[config.mk]
export PLATFORM = sky130hd
export DESIGN_NAME = pmrf_bank
export DESIGN_NICKNAME = d
export VERILOG_FILES = /design/src/pmrf_pkg.sv /design/src/pmrf_bank.sv
export SDC_FILE = /design/constraint.sdc
export NUM_CORES = 1
export LEC_CHECK = 0
export BUFFER_PORTS_ARGS = -buffer_cell sky130_fd_sc_hd__buf_2
export CORE_MARGIN = 2
export CORE_UTILIZATION = 45
export DETAILED_ROUTE_END_ITERATION = 10
export PLACE_DENSITY = 0.67
export SYNTH_ARGS = -nofsm -noshare
export SYNTH_HDL_FRONTEND = slang
export SYNTH_SLANG_ARGS = --single-unit
[constraint.sdc]
create_clock -name i_clk -period 3.78 [get_ports i_clk]
set_input_delay 0.756 -clock i_clk [delete_from_list [all_inputs] [get_ports i_clk]]
set_output_delay 0.756 -clock i_clk [all_outputs]
set_load 0.02 [all_outputs]
[src/pmrf_pkg.sv]
// Register offsets, field positions and reset values of the result/flag bank
`default_nettype none
package pmrf_pkg;
    localparam logic [5:0] PMRF_OFS_BUS_VOLTAGE = 6'h05;
    localparam logic [5:0] PMRF_OFS_DIE_TEMP = 6'h06;
    localparam logic [5:0] PMRF_OFS_CURRENT = 6'h07;
    localparam logic [5:0] PMRF_OFS_POWER = 6'h08;
    localparam logic [5:0] PMRF_OFS_ENERGY = 6'h09;
    localparam logic [5:0] PMRF_OFS_CHARGE = 6'h0A;
    localparam logic [5:0] PMRF_OFS_FLAGS = 6'h0B;

    localparam int PMRF_BIT_HOLD_MODE = 15;
    localparam int PMRF_BIT_CNV_ALERT_EN = 14;
    localparam int PMRF_BIT_ON_AVERAGED = 13;
    localparam int PMRF_BIT_POLARITY = 12;
    localparam int PMRF_BIT_ENERGY_OF = 11;
    localparam int PMRF_BIT_CHARGE_OF = 10;
    localparam int PMRF_BIT_MATH_OF = 9;
    localparam int PMRF_BIT_OVER_TEMP = 7;
    localparam int PMRF_BIT_OVER_CUR = 6;
    localparam int PMRF_BIT_UNDER_CUR = 5;
    localparam int PMRF_BIT_BUS_OVER = 4;
    localparam int PMRF_BIT_BUS_UNDER = 3;
    localparam int PMRF_BIT_PWR_OVER = 2;
    localparam int PMRF_BIT_CNV_DONE = 1;
    localparam int PMRF_BIT_TRIM_OK = 0;

    // Index of each limit flag inside the six-bit limit vector
    localparam int PMRF_LIM_PWR_OVER = 0;
    localparam int PMRF_LIM_BUS_UNDER = 1;
    localparam int PMRF_LIM_BUS_OVER = 2;
    localparam int PMRF_LIM_UNDER_CUR = 3;
    localparam int PMRF_LIM_OVER_CUR = 4;
    localparam int PMRF_LIM_OVER_TEMP = 5;

    localparam logic [15:0] PMRF_RST_FLAGS = 16'h0001;
    localparam logic [15:0] PMRF_RST_RESULT16 = 16'h0000;
    localparam logic [11:0] PMRF_RST_TEMP = 12'h000;
    localparam logic [23:0] PMRF_RST_POWER = 24'h000000;
    localparam logic [39:0] PMRF_RST_ACC = 40'h0000000000;
    localparam logic [3:0] PMRF_TEMP_PAD = 4'h0;
    localparam logic [7:0] PMRF_PWR_LIMIT_PAD = 8'h00;
endpackage : pmrf_pkg
`default_nettype wire

[src/pmrf_bank.sv]
// Result registers, diagnostic flags and alert pin control of a power monitor
// Operation
// RULE1 - Bus voltage result is 16-bit two's complement, never negative.
// RULE2 - Die temperature in bits 15:4 two's complement; bits 3:0 read zero.
// RULE3 - Current result is 16-bit two's complement.
// RULE4 - Power result is 24-bit unsigned.
// RULE5 - Energy accumulator is 40-bit unsigned, resets to zero.
// RULE6 - Charge accumulator is 40-bit two's complement, resets to zero.
// RULE7 - Transparent mode follows the fault; latched mode holds until read.
// RULE8 - Conversion-ready routing drives alert from conversion-complete flag.
// RULE9 - Alert-on-averaged selects raw or averaged values for comparisons.
// RULE10 - Polarity bit: clear gives active-low, set gives active-high alert.
// RULE11 - Energy overflow flag sets on wrap, clears only on accumulator clear.
// RULE12 - Charge overflow flag sets on wrap, clears only on accumulator clear.
// RULE13 - Arithmetic overflow flag clears on new conversion or accumulator clear.
// RULE14 - Over-temperature flag sets when temperature exceeds its limit.
// RULE15 - Overcurrent flag sets when current exceeds its over-limit.
// RULE16 - Undercurrent flag sets when current falls below its under-limit.
// RULE17 - Bus over-limit flag sets when bus voltage exceeds its over-limit.
// RULE18 - Bus under-limit flag sets when bus voltage falls below under-limit.
// RULE19 - Power over-limit flag sets when power exceeds its limit.
// RULE20 - In latched mode a flag register read clears the limit flags.
// RULE21 - Conversion-complete flag sets at end; latched clears on read or start.
// RULE22 - Trim checksum bit resets to one, drops on error; bit 8 reads zero.
// RULE23 - Result registers update only after the averaging sequence finishes.
// RULE24 - Temperature limit compares directly in the temperature result format.
// RULE25 - Alert active on any limit flag, or conversion flag when routed.
`timescale 1ns/1ps
`default_nettype none
module pmrf_bank
    import pmrf_pkg::*;
#(
    parameter int ENERGY_INC_W = 24,
    parameter int CHARGE_INC_W = 16
) (
    input wire logic i_clk,
    input wire logic i_sys_rst,
    // Register port from the serial interface engine
    input wire logic [5:0] i_reg_addr,
    input wire logic i_reg_rd,
    input wire logic i_reg_wr,
    input wire logic [15:0] i_reg_wdata,
    output logic [39:0] o_reg_rdata,
    output logic o_reg_rvalid,
    // Raw samples from the converter, one pulse per sample set
    input wire logic i_raw_valid,
    input wire logic [15:0] i_raw_bus,
    input wire logic [11:0] i_raw_temp,
    input wire logic [15:0] i_raw_current,
    input wire logic [23:0] i_raw_power,
    // Completed (averaged) results, one pulse per finished conversion
    input wire logic i_avg_valid,
    input wire logic [15:0] i_avg_bus,
    input wire logic [11:0] i_avg_temp,
    input wire logic [15:0] i_avg_current,
    input wire logic [23:0] i_avg_power,
    // Accumulator increments
    input wire logic i_acc_valid,
    input wire logic [ENERGY_INC_W-1:0] i_energy_inc,
    input wire logic [CHARGE_INC_W-1:0] i_charge_inc,
    // Events from the measurement engine and configuration logic
    input wire logic i_math_overflow,
    input wire logic i_conv_start,
    input wire logic i_accumulator_clear,
    input wire logic i_trim_error,
    // Programmed thresholds
    input wire logic [15:0] i_cur_over_limit,
    input wire logic [15:0] i_cur_under_limit,
    input wire logic [14:0] i_bus_over_limit,
    input wire logic [14:0] i_bus_under_limit,
    input wire logic [11:0] i_temp_limit,
    input wire logic [15:0] i_power_limit,
    // Open-drain alert pin
    output logic o_alert_out,
    output logic o_alert_oe
);

    logic [15:0] bus_voltage_result_reg;
    logic [11:0] die_temperature_result_reg;
    logic [15:0] current_result_reg;
    logic [23:0] power_result_reg;
    logic [39:0] energy_accumulator_reg;
    logic [39:0] charge_accumulator_reg;

    logic alert_hold_mode_reg;
    logic conversion_ready_alert_enable_reg;
    logic alert_on_averaged_reg;
    logic alert_polarity_select_reg;
    logic energy_overflow_flag_reg;
    logic charge_overflow_flag_reg;
    logic arithmetic_overflow_flag_reg;
    logic conversion_complete_flag_reg;
    logic trim_checksum_ok_reg;
    logic [5:0] limit_flags_reg;
    logic [39:0] rdata_reg;
    logic rvalid_reg;
    logic alert_oe_reg;

    logic flags_read;
    logic cmp_valid;
    logic [15:0] cmp_bus;
    logic [11:0] cmp_temp;
    logic [15:0] cmp_current;
    logic [23:0] cmp_power;
    logic [5:0] limit_hit;
    logic [40:0] energy_sum;
    logic [39:0] charge_inc_ext;
    logic [39:0] charge_sum;
    logic charge_wrap;
    logic [15:0] flags_word;
    logic alert_active;
    logic ctrl_write;

    assign flags_read = i_reg_rd && (i_reg_addr == PMRF_OFS_FLAGS);

    // Comparison source: every raw sample or only the finished average
    always_comb begin
        if (alert_on_averaged_reg) begin // RULE9
            cmp_valid = i_avg_valid;
            cmp_bus = i_avg_bus;
            cmp_temp = i_avg_temp;
            cmp_current = i_avg_current;
            cmp_power = i_avg_power;
        end else begin
            cmp_valid = i_raw_valid;
            cmp_bus = i_raw_bus;
            cmp_temp = i_raw_temp;
            cmp_current = i_raw_current;
            cmp_power = i_raw_power;
        end
    end

    // Limits and results share one format except power, whose limit is scaled by 256
    always_comb begin
        limit_hit[PMRF_LIM_OVER_TEMP] =
            $signed(cmp_temp) > $signed(i_temp_limit); // RULE14 RULE24
        limit_hit[PMRF_LIM_OVER_CUR] =
            $signed(cmp_current) > $signed(i_cur_over_limit); // RULE15
        limit_hit[PMRF_LIM_UNDER_CUR] =
            $signed(cmp_current) < $signed(i_cur_under_limit); // RULE16
        limit_hit[PMRF_LIM_BUS_OVER] =
            cmp_bus > {1'b0, i_bus_over_limit}; // RULE17
        limit_hit[PMRF_LIM_BUS_UNDER] =
            cmp_bus < {1'b0, i_bus_under_limit}; // RULE18
        // Power limit counts in steps of 256 result LSBs
        limit_hit[PMRF_LIM_PWR_OVER] =
            cmp_power > {i_power_limit, PMRF_PWR_LIMIT_PAD}; // RULE19
    end

    // Results change only when a full averaging run has finished
    always_ff @(posedge i_clk) begin
        if (i_sys_rst) begin
            bus_voltage_result_reg <= PMRF_RST_RESULT16;
        end else if (i_avg_valid) begin // RULE23
            // A negative bus reading can only be noise around zero
            bus_voltage_result_reg <= i_avg_bus[15] ? PMRF_RST_RESULT16
                                                    : i_avg_bus; // RULE1
        end
    end

    always_ff @(posedge i_clk) begin
        if (i_sys_rst) begin
            die_temperature_result_reg <= PMRF_RST_TEMP;
        end else if (i_avg_valid) begin // RULE23
            die_temperature_result_reg <= i_avg_temp; // RULE2
        end
    end

    always_ff @(posedge i_clk) begin
        if (i_sys_rst) begin
            current_result_reg <= PMRF_RST_RESULT16;
        end else if (i_avg_valid) begin // RULE23
            current_result_reg <= i_avg_current; // RULE3
        end
    end

    always_ff @(posedge i_clk) begin
        if (i_sys_rst) begin
            power_result_reg <= PMRF_RST_POWER;
        end else if (i_avg_valid) begin // RULE23
            power_result_reg <= i_avg_power; // RULE4
        end
    end

    assign energy_sum = {1'b0, energy_accumulator_reg}
                      + {{(41 - ENERGY_INC_W){1'b0}}, i_energy_inc};
    // Signed cast extends the sign and stays legal at full width
    assign charge_inc_ext = 40'($signed(i_charge_inc));
    assign charge_sum = charge_accumulator_reg + charge_inc_ext;
    assign charge_wrap = (charge_accumulator_reg[39] == charge_inc_ext[39])
                      && (charge_sum[39] != charge_accumulator_reg[39]);

    // Accumulators wrap; the overflow flags record that they did
    always_ff @(posedge i_clk) begin
        if (i_sys_rst || i_accumulator_clear) begin
            energy_accumulator_reg <= PMRF_RST_ACC; // RULE5
            charge_accumulator_reg <= PMRF_RST_ACC; // RULE6
        end else if (i_acc_valid) begin
            energy_accumulator_reg <= energy_sum[39:0]; // RULE5
            charge_accumulator_reg <= charge_sum; // RULE6
        end
    end

    // Overflow flags: a wrap in the clearing cycle still sets the flag
    always_ff @(posedge i_clk) begin
        if (i_sys_rst) begin
            energy_overflow_flag_reg <= 1'b0;
            charge_overflow_flag_reg <= 1'b0;
        end else begin
            if (i_acc_valid && energy_sum[40]) begin
                energy_overflow_flag_reg <= 1'b1; // RULE11
            end else if (i_accumulator_clear) begin
                energy_overflow_flag_reg <= 1'b0; // RULE11
            end
            if (i_acc_valid && charge_wrap) begin
                charge_overflow_flag_reg <= 1'b1; // RULE12
            end else if (i_accumulator_clear) begin
                charge_overflow_flag_reg <= 1'b0; // RULE12
            end
        end
    end

    always_ff @(posedge i_clk) begin
        if (i_sys_rst) begin
            arithmetic_overflow_flag_reg <= 1'b0;
        end else if (i_math_overflow) begin
            arithmetic_overflow_flag_reg <= 1'b1; // RULE13
        end else if (i_conv_start || i_accumulator_clear) begin
            arithmetic_overflow_flag_reg <= 1'b0; // RULE13
        end
    end

    // Limit flags: transparent follows each comparison, latched accumulates
    always_ff @(posedge i_clk) begin
        if (i_sys_rst) begin
            limit_flags_reg <= 6'h00;
        end else if (alert_hold_mode_reg) begin
            if (cmp_valid) begin
                // New hits win over the read clear
                limit_flags_reg <= (flags_read ? 6'h00 : limit_flags_reg)
                                 | limit_hit; // RULE7 RULE20
            end else if (flags_read) begin
                limit_flags_reg <= 6'h00; // RULE20
            end
        end else if (cmp_valid) begin
            limit_flags_reg <= limit_hit; // RULE7
        end
    end

    always_ff @(posedge i_clk) begin
        if (i_sys_rst) begin
            conversion_complete_flag_reg <= 1'b0;
        end else if (i_avg_valid) begin
            conversion_complete_flag_reg <= 1'b1; // RULE21
        end else if (i_conv_start
                     || (alert_hold_mode_reg && flags_read)) begin
            conversion_complete_flag_reg <= 1'b0; // RULE21
        end
    end

    // Once the trim check fails the bit stays low until reset
    always_ff @(posedge i_clk) begin
        if (i_sys_rst) begin
            trim_checksum_ok_reg <= PMRF_RST_FLAGS[PMRF_BIT_TRIM_OK]; // RULE22
        end else if (i_trim_error) begin
            trim_checksum_ok_reg <= 1'b0; // RULE22
        end
    end

    // Only the four behaviour controls take writes
    assign ctrl_write = i_reg_wr && (i_reg_addr == PMRF_OFS_FLAGS);

    always_ff @(posedge i_clk) begin
        if (i_sys_rst) begin
            alert_hold_mode_reg <= PMRF_RST_FLAGS[PMRF_BIT_HOLD_MODE];
        end else if (ctrl_write) begin
            alert_hold_mode_reg <= i_reg_wdata[PMRF_BIT_HOLD_MODE];
        end
    end

    always_ff @(posedge i_clk) begin
        if (i_sys_rst) begin
            conversion_ready_alert_enable_reg <=
                PMRF_RST_FLAGS[PMRF_BIT_CNV_ALERT_EN];
        end else if (ctrl_write) begin
            conversion_ready_alert_enable_reg <=
                i_reg_wdata[PMRF_BIT_CNV_ALERT_EN];
        end
    end

    always_ff @(posedge i_clk) begin
        if (i_sys_rst) begin
            alert_on_averaged_reg <= PMRF_RST_FLAGS[PMRF_BIT_ON_AVERAGED];
        end else if (ctrl_write) begin
            alert_on_averaged_reg <= i_reg_wdata[PMRF_BIT_ON_AVERAGED];
        end
    end

    always_ff @(posedge i_clk) begin
        if (i_sys_rst) begin
            alert_polarity_select_reg <= PMRF_RST_FLAGS[PMRF_BIT_POLARITY];
        end else if (ctrl_write) begin
            alert_polarity_select_reg <= i_reg_wdata[PMRF_BIT_POLARITY];
        end
    end

    always_comb begin
        flags_word = 16'h0000; // RULE22
        flags_word[PMRF_BIT_HOLD_MODE] = alert_hold_mode_reg;
        flags_word[PMRF_BIT_CNV_ALERT_EN] = conversion_ready_alert_enable_reg;
        flags_word[PMRF_BIT_ON_AVERAGED] = alert_on_averaged_reg;
        flags_word[PMRF_BIT_POLARITY] = alert_polarity_select_reg;
        flags_word[PMRF_BIT_ENERGY_OF] = energy_overflow_flag_reg;
        flags_word[PMRF_BIT_CHARGE_OF] = charge_overflow_flag_reg;
        flags_word[PMRF_BIT_MATH_OF] = arithmetic_overflow_flag_reg;
        flags_word[PMRF_BIT_OVER_TEMP] = limit_flags_reg[PMRF_LIM_OVER_TEMP];
        flags_word[PMRF_BIT_OVER_CUR] = limit_flags_reg[PMRF_LIM_OVER_CUR];
        flags_word[PMRF_BIT_UNDER_CUR] = limit_flags_reg[PMRF_LIM_UNDER_CUR];
        flags_word[PMRF_BIT_BUS_OVER] = limit_flags_reg[PMRF_LIM_BUS_OVER];
        flags_word[PMRF_BIT_BUS_UNDER] = limit_flags_reg[PMRF_LIM_BUS_UNDER];
        flags_word[PMRF_BIT_PWR_OVER] = limit_flags_reg[PMRF_LIM_PWR_OVER];
        flags_word[PMRF_BIT_CNV_DONE] = conversion_complete_flag_reg;
        flags_word[PMRF_BIT_TRIM_OK] = trim_checksum_ok_reg;
    end

    always_ff @(posedge i_clk) begin
        if (i_sys_rst) begin
            rvalid_reg <= 1'b0;
        end else begin
            rvalid_reg <= i_reg_rd;
        end
    end

    // Read data is captured before a read-clear takes effect
    always_ff @(posedge i_clk) begin
        if (i_sys_rst) begin
            rdata_reg <= PMRF_RST_ACC;
        end else begin
            if (i_reg_rd) begin
                unique case (i_reg_addr)
                    PMRF_OFS_BUS_VOLTAGE: rdata_reg <=
                        {24'h000000, bus_voltage_result_reg}; // RULE1
                    PMRF_OFS_DIE_TEMP: rdata_reg <= {24'h000000,
                        die_temperature_result_reg, PMRF_TEMP_PAD}; // RULE2
                    PMRF_OFS_CURRENT: rdata_reg <=
                        {24'h000000, current_result_reg}; // RULE3
                    PMRF_OFS_POWER: rdata_reg <=
                        {16'h0000, power_result_reg}; // RULE4
                    PMRF_OFS_ENERGY: rdata_reg <= energy_accumulator_reg;
                    PMRF_OFS_CHARGE: rdata_reg <= charge_accumulator_reg;
                    PMRF_OFS_FLAGS: rdata_reg <= {24'h000000, flags_word};
                    default: rdata_reg <= PMRF_RST_ACC;
                endcase
            end
        end
    end

    assign alert_active = (|limit_flags_reg)
                        || (conversion_ready_alert_enable_reg
                            && conversion_complete_flag_reg); // RULE8 RULE25

    // The pin only ever pulls low; active-high means releasing it when active
    always_ff @(posedge i_clk) begin
        if (i_sys_rst) begin
            alert_oe_reg <= 1'b0;
        end else begin
            alert_oe_reg <= alert_active ^ alert_polarity_select_reg; // RULE10
        end
    end

    assign o_alert_out = 1'b0;
    assign o_alert_oe = alert_oe_reg;
    assign o_reg_rdata = rdata_reg;
    assign o_reg_rvalid = rvalid_reg;

endmodule : pmrf_bank
`default_nettype wire

* Word level (Yosys, flattened, before mapping) *
Index checks and enable logic that the tools add are counted.

operators by class
  eq/ne operators = 9
  add/sub/neg operators = 2
  multiplexer cells = 18
  reductions and logical operators = 17
  magnitude comparators = 6
  bitwise operators = 2

operators with widths
  operator              count
  $pmux W40 S7          1
  $add A40 B24 Y41      1
  $add A40 B40 Y40      1
  $mux W16              2
  $eq A6 B4 Y1 const B  4
  $gt A24 B24 Y1        1
  $mux W24              1
  $mux W6               4
  $eq A6 B3 Y1 const B  3
  $gt A16 B15 Y1        1
  $gt A16 B16 Y1        1
  $lt A16 B15 Y1        1
  $lt A16 B16 Y1        1
  $mux W15              1
  $gt A12 B12 Y1        1
  $mux W12              1
  $reduce_bool A2 Y1    5
  $mux W1               8
  $logic_and A1 B1 Y1   7
  $or A6 B6 Y6          1
  $reduce_or A6 Y1      1
  $logic_or A1 B1 Y1    4
  $eq A1 B1 Y1          1
  $ne A1 B1 Y1          1
  $xor A1 B1 Y1         1

storage, ports and cells
  output and inout bits = 43
  flip-flop bits (word level) = 205

* Longest topological paths before layout *
  depth after elaboration = 6
  depth in mapped cells = 14
  mapped depth without buffers = 13

* Least setup slack after synthesis *
No wires, ideal clock.

  path kind = in2reg
  start = input port i_energy_inc[0]
  end = register energy_accumulator_reg[30]
  data arrival time = 3.212 ns
  buffers on the path = 1
  setup time = 0.070 ns
  stages = 14
  setup slack = 0.497 ns
  data required time = 3.710 ns
  cells stage by stage = ha_1 inv_1 fa_1 nor2b_1 o21ai_1 a21boi_1 o21ai_1 a21o_1 a211o_1 a21oi_2 a41oi_2 buf_2 or3_1 a21oi_1

on the way
  cells in the longest elaborated chain, start to end = 1

ends and longest elaborated chain
  what                    line              source
  start: declaration      pmrf_bank.sv:59   input wire logic [ENERGY_INC_W-1:0] i_energy_inc,
  $add A40 B24 Y41        pmrf_bank.sv:186  + {{(41 - ENERGY_INC_W){1'b0}}, i_energy_inc};
  end signal: assignment  pmrf_bank.sv:199  energy_accumulator_reg <= energy_sum[39:0];
  end: declaration        pmrf_bank.sv:82   logic [39:0] energy_accumulator_reg;

Every way passes these cells.
A chain may end at the register's enable or synchronous reset.

* Worst setup path after layout *
  start = register energy_accumulator_reg[0]
  end = register energy_accumulator_reg[38]

on the way
  cells in the longest elaborated chain, start to end = 1

ends and longest elaborated chain
  what              line
  $add A40 B24 Y41  pmrf_bank.sv:186

Every way passes these cells.

==> summary.txt <==
Timing
  – Worst Tran Pin Value: 1130 ps
  – Setup violators final: 0
  – Max_slew headroom: 24.5%
  – FMAX: 0.291 GHz
  – Final Hold Violating Endpoints: 0
  – Slew Viols, Final: 0
  – Crit share post-route: 90.8%
  – Setup TNS: 0 ps
  – Min cycle time layout: 3430 ps
  – Worst Skew: 25.7 ps
  – Final WS setup: 349 ps
  – Unrepaired setup endpoints after global routing: false

Hold path
  – Worst hold-check path type: in2reg
  – Min-Delay Path Depth: 3
  – Hold Crit Endpoint: alert_on_averaged_reg
  – Hold_sp: i_reg_wdata[13]

Die
  – DIE AREA: 33,300 um^2
  – Die height: 182 um
  – Ports: 342
  – Die span in x: 182 um
  – Initial core utilization: 45.5%
  – Row count: 65
  – Core Box Area: 31,500 um^2

Global routing
  – GRT Total Usage: 29.0%
  – Vias in the first global route: 13,579
  – Largest net degree at the start of global routing: 70
  – Met3 usage: 4.63%
  – First-pass GRT wire length: 75.7 mm
  – Busiest grt layer: met2
  – Grt ovf: 0
  – GRT met2 Usage: 49.0%
  – Met1 usage: 36.9%
  – Initial antenna violation count: 7

Final layout
  – Synth-to-layout area growth: 21.3%
  – Ratio of cells with drive above 1 in the final layout: 23.8%
  – Design area: 17,400 um^2
  – Final core occ: 55.2%
  – Filler Cells Inserted: 3,003
  – Layout Nets: 2,510

Clock network
  – Clk pin slew, worst setup/hold paths: 60 ps
  – H-tree levels: 1
  – Root Driver: clkbuf_16
  – Clk_lat worst skew: 530 ps
  – Clk sinks: 204
  – CTS tree: done
  – Bufs on Longest Clock Path: 3
  – Post_cts resized: 0
  – Cts bufs inserted: 23
  – Post-CTS Setup Inserts: 0
  – Hold Buf Count CTS: 0

Placed design
  – Worst Setup Slack post-DPL: 1.93 ps
  – Port bufs: 328
  – RD Place Congestion: 0.973
  – DP HPWL: 40.1 mm
  – Area after DPL: 16,500 um^2

Power
  – Worst vdd ir: 252 uV
  – Pwr dens: 345 nW/um^2
  – Gate power share: 19.6%
  – Leak: 8.26 nW
  – Sw Share: 28.0%
  – Pint: 4.31 mW
  – Total power: 5.99 mW
  – NetSw: 1.68 mW
  – Sequential power share: 38.7%
  – Clock group share of total power: 41.7%

Status
  – Status: completed

Worst setup path
  – Largest delay share family, worst path: compound AO/OA/AOI/OAI gates
  – CP dominant cell by count: o21ai_1
  – R2R Path Start: energy_accumulator_reg[0]
  – CP Class: reg2reg
  – R2r endpoint: energy_accumulator_reg[38]
  – R2R depth: 14
  – Buf/Inv on CP: 2
  – Crit-path cells: ha_1 -> inv_1 -> fa_1 -> nor2b_1 -> o21ai_1 -> a21boi_1 -> o21ai_1 -> a21o_1 -> a211o_1 -> a21oi_2 -> a41oi_2 -> buf_4 -> or4_1 -> a21oi_1
  – Data arrival time of the critical path: 3870 ps
  – Reg-to-reg slack, setup: 350 ps
  – CP Max Fanout: 14
  – Slowest cell delay on critical path: 420 ps
  – Crit path max-delay cell type: dfxtp_1
  – CP required: 4220 ps
  – CP startpoint kind: flip-flop
  – CP Capture Type: flip-flop

Routing
  – Total Routed Length: 49.4 mm
  – # DRC: 0
  – DRT iter0 DRCs: 945
  – Vias: 14,191
  – Wire length per cell: 19.9 um
  – Routed Antenna Nets: 0
  – Vias per cell: 5.72
  – DR pass1 iterations: 5

Yosys
  – Mapped cell area: 14,300 um^2
  – Post-synthesis register bit count: 204
  – Most area-hungry cell type in the Yosys netlist: dfxtp_1
  – Top cells by area, synth: dfxtp_1, ha_1, mux2i_1, nor2_1, a21oi_1
  – EDFF count, synth: 0
  – Synth top area share: 28.5%
  – Post-synth ARST share: 0%
  – Net Count, Synth: 2,193
  – Synth cell types: 74
  – Ys Warns: 0
  – Seq/Total Area, Yosys: 28.5%
  – Average size of a mapped cell: 8.23 um^2
  – Most common flop cell mapped by yosys: dfxtp_1
  – Cells after Synth: 1,741

Flow run
  – Max-capacitance violation count: 0
## routing by layer
metal  wire (um)  up-vias
met3        3480      105
li1            -     6907
met4        2190        2
met1       20700     6614
met2       23100      563
met5           7        -
## worst max-delay path by stage
stage,startpoint,end,depth (start not counted)
4_1_cts,energy_accumulator_reg[0],energy_accumulator_reg[38],14
3_5_place_dp,i_energy_inc[0],energy_accumulator_reg[38],15
6_report,energy_accumulator_reg[0],energy_accumulator_reg[38],14
5_1_grt,energy_accumulator_reg[0],energy_accumulator_reg[38],14
2_1_floorplan,i_energy_inc[0],energy_accumulator_reg[30],14
3_3_place_gp,i_energy_inc[0],energy_accumulator_reg[38],15
## Yosys cell counts (all sizes together) (6+ instances only)
| library cell | number |
|---|---|
| nand2 | 79 |
| ha | 151 |
| xnor2 | 36 |
| or3 | 11 |
| dfxtp | 204 |
| a31oi | 24 |
| or4 | 7 |
| nor4 | 8 |
| nand2b | 14 |
| nor2b | 36 |
| clkbuf | 61 |
| nor2 | 234 |
| nand3 | 35 |
| o21a | 18 |
| xor2 | 21 |
| o21ai | 74 |
| nor3 | 12 |
| o21bai | 9 |
| and3 | 12 |
| a21oi | 150 |
| nand4 | 23 |
| a211oi | 10 |
| inv | 121 |
| a22oi | 63 |
| o31ai | 6 |
| a222oi | 8 |
| mux2i | 106 |
| mux2 | 57 |
| buf | 21 |
| a21o | 47 |
| and2 | 7 |
## cell type report
cell class	count	area [um^2]	share of cell area, %
clock buffers	25	593	3.41
diodes	6	15.0	0.0864
clock inverters	17	251	1.45
repair buffers	374	2000	11.5
well taps	402	503	2.89
flip-flops and latches	204	4090	23.5
multi-input cells	1333	9470	54.5
inverters	122	458	2.63
## worst reg2reg max path, cell delays in order, from the launching register on
cell      delay, ps
dfxtp_1         420
ha_1            210
inv_1            60
fa_1            390
nor2b_1         130
o21ai_1          90
a21boi_1        200
o21ai_1         110
a21o_1          230
a211o_1         370
a21oi_2         220
a41oi_2         140
buf_4           220
or4_1           410
a21oi_1         160
## power groups by stage
stage / clock, mW / combinational, mW / sequential, mW
3_3_place_gp: 0 / 1.14 / 2.36
2_1_floorplan: 0 / 0.757 / 2.32
6_report: 2.50 / 1.17 / 2.32
5_1_grt: 2.61 / 1.31 / 2.32
4_1_cts: 2.52 / 1.17 / 2.32
3_5_place_dp: 0 / 1.16 / 2.36
## cells by family after synthesis
group	count (synthesis)	share of synthesized area [%]
compound gates	465	21.3
xor+xnor	57	3.49
fa+ha+maj	153	13.5
buf+inv	204	5.42
flops	204	28.5
mux	163	11.9
other cells	1	0.0262
simple gates	494	15.9
## per-stage QoR
step | cells | hold slack [ps]
floorplan | 1741 | 429
global placement | 2435 | 459
detailed placement | 2435 | 463
CTS | 2477 | 465
global route | 2480 | 454
finish | 2483 | 472
## layout by cell type (no fill, tap or decap), types with 14 or more instances in the layout
cell type and count:
a21o_1 47, clkbuf_16 23, a22oi_1 63, xor2_1 21, nand4_1 23, nand3_1 35
nand2b_1 14, ha_1 151, mux2_2 57, a31oi_1 24, dfxtp_1 203, mux2i_1 106
nor2b_1 36, o21a_1 18, buf_4 47, o21ai_1 15, o21ai_0 59, nand2_1 78
a21oi_1 149, xnor2_1 36, inv_1 121, nor2_1 232, buf_2 326
(Power assumes the default switching activity.)
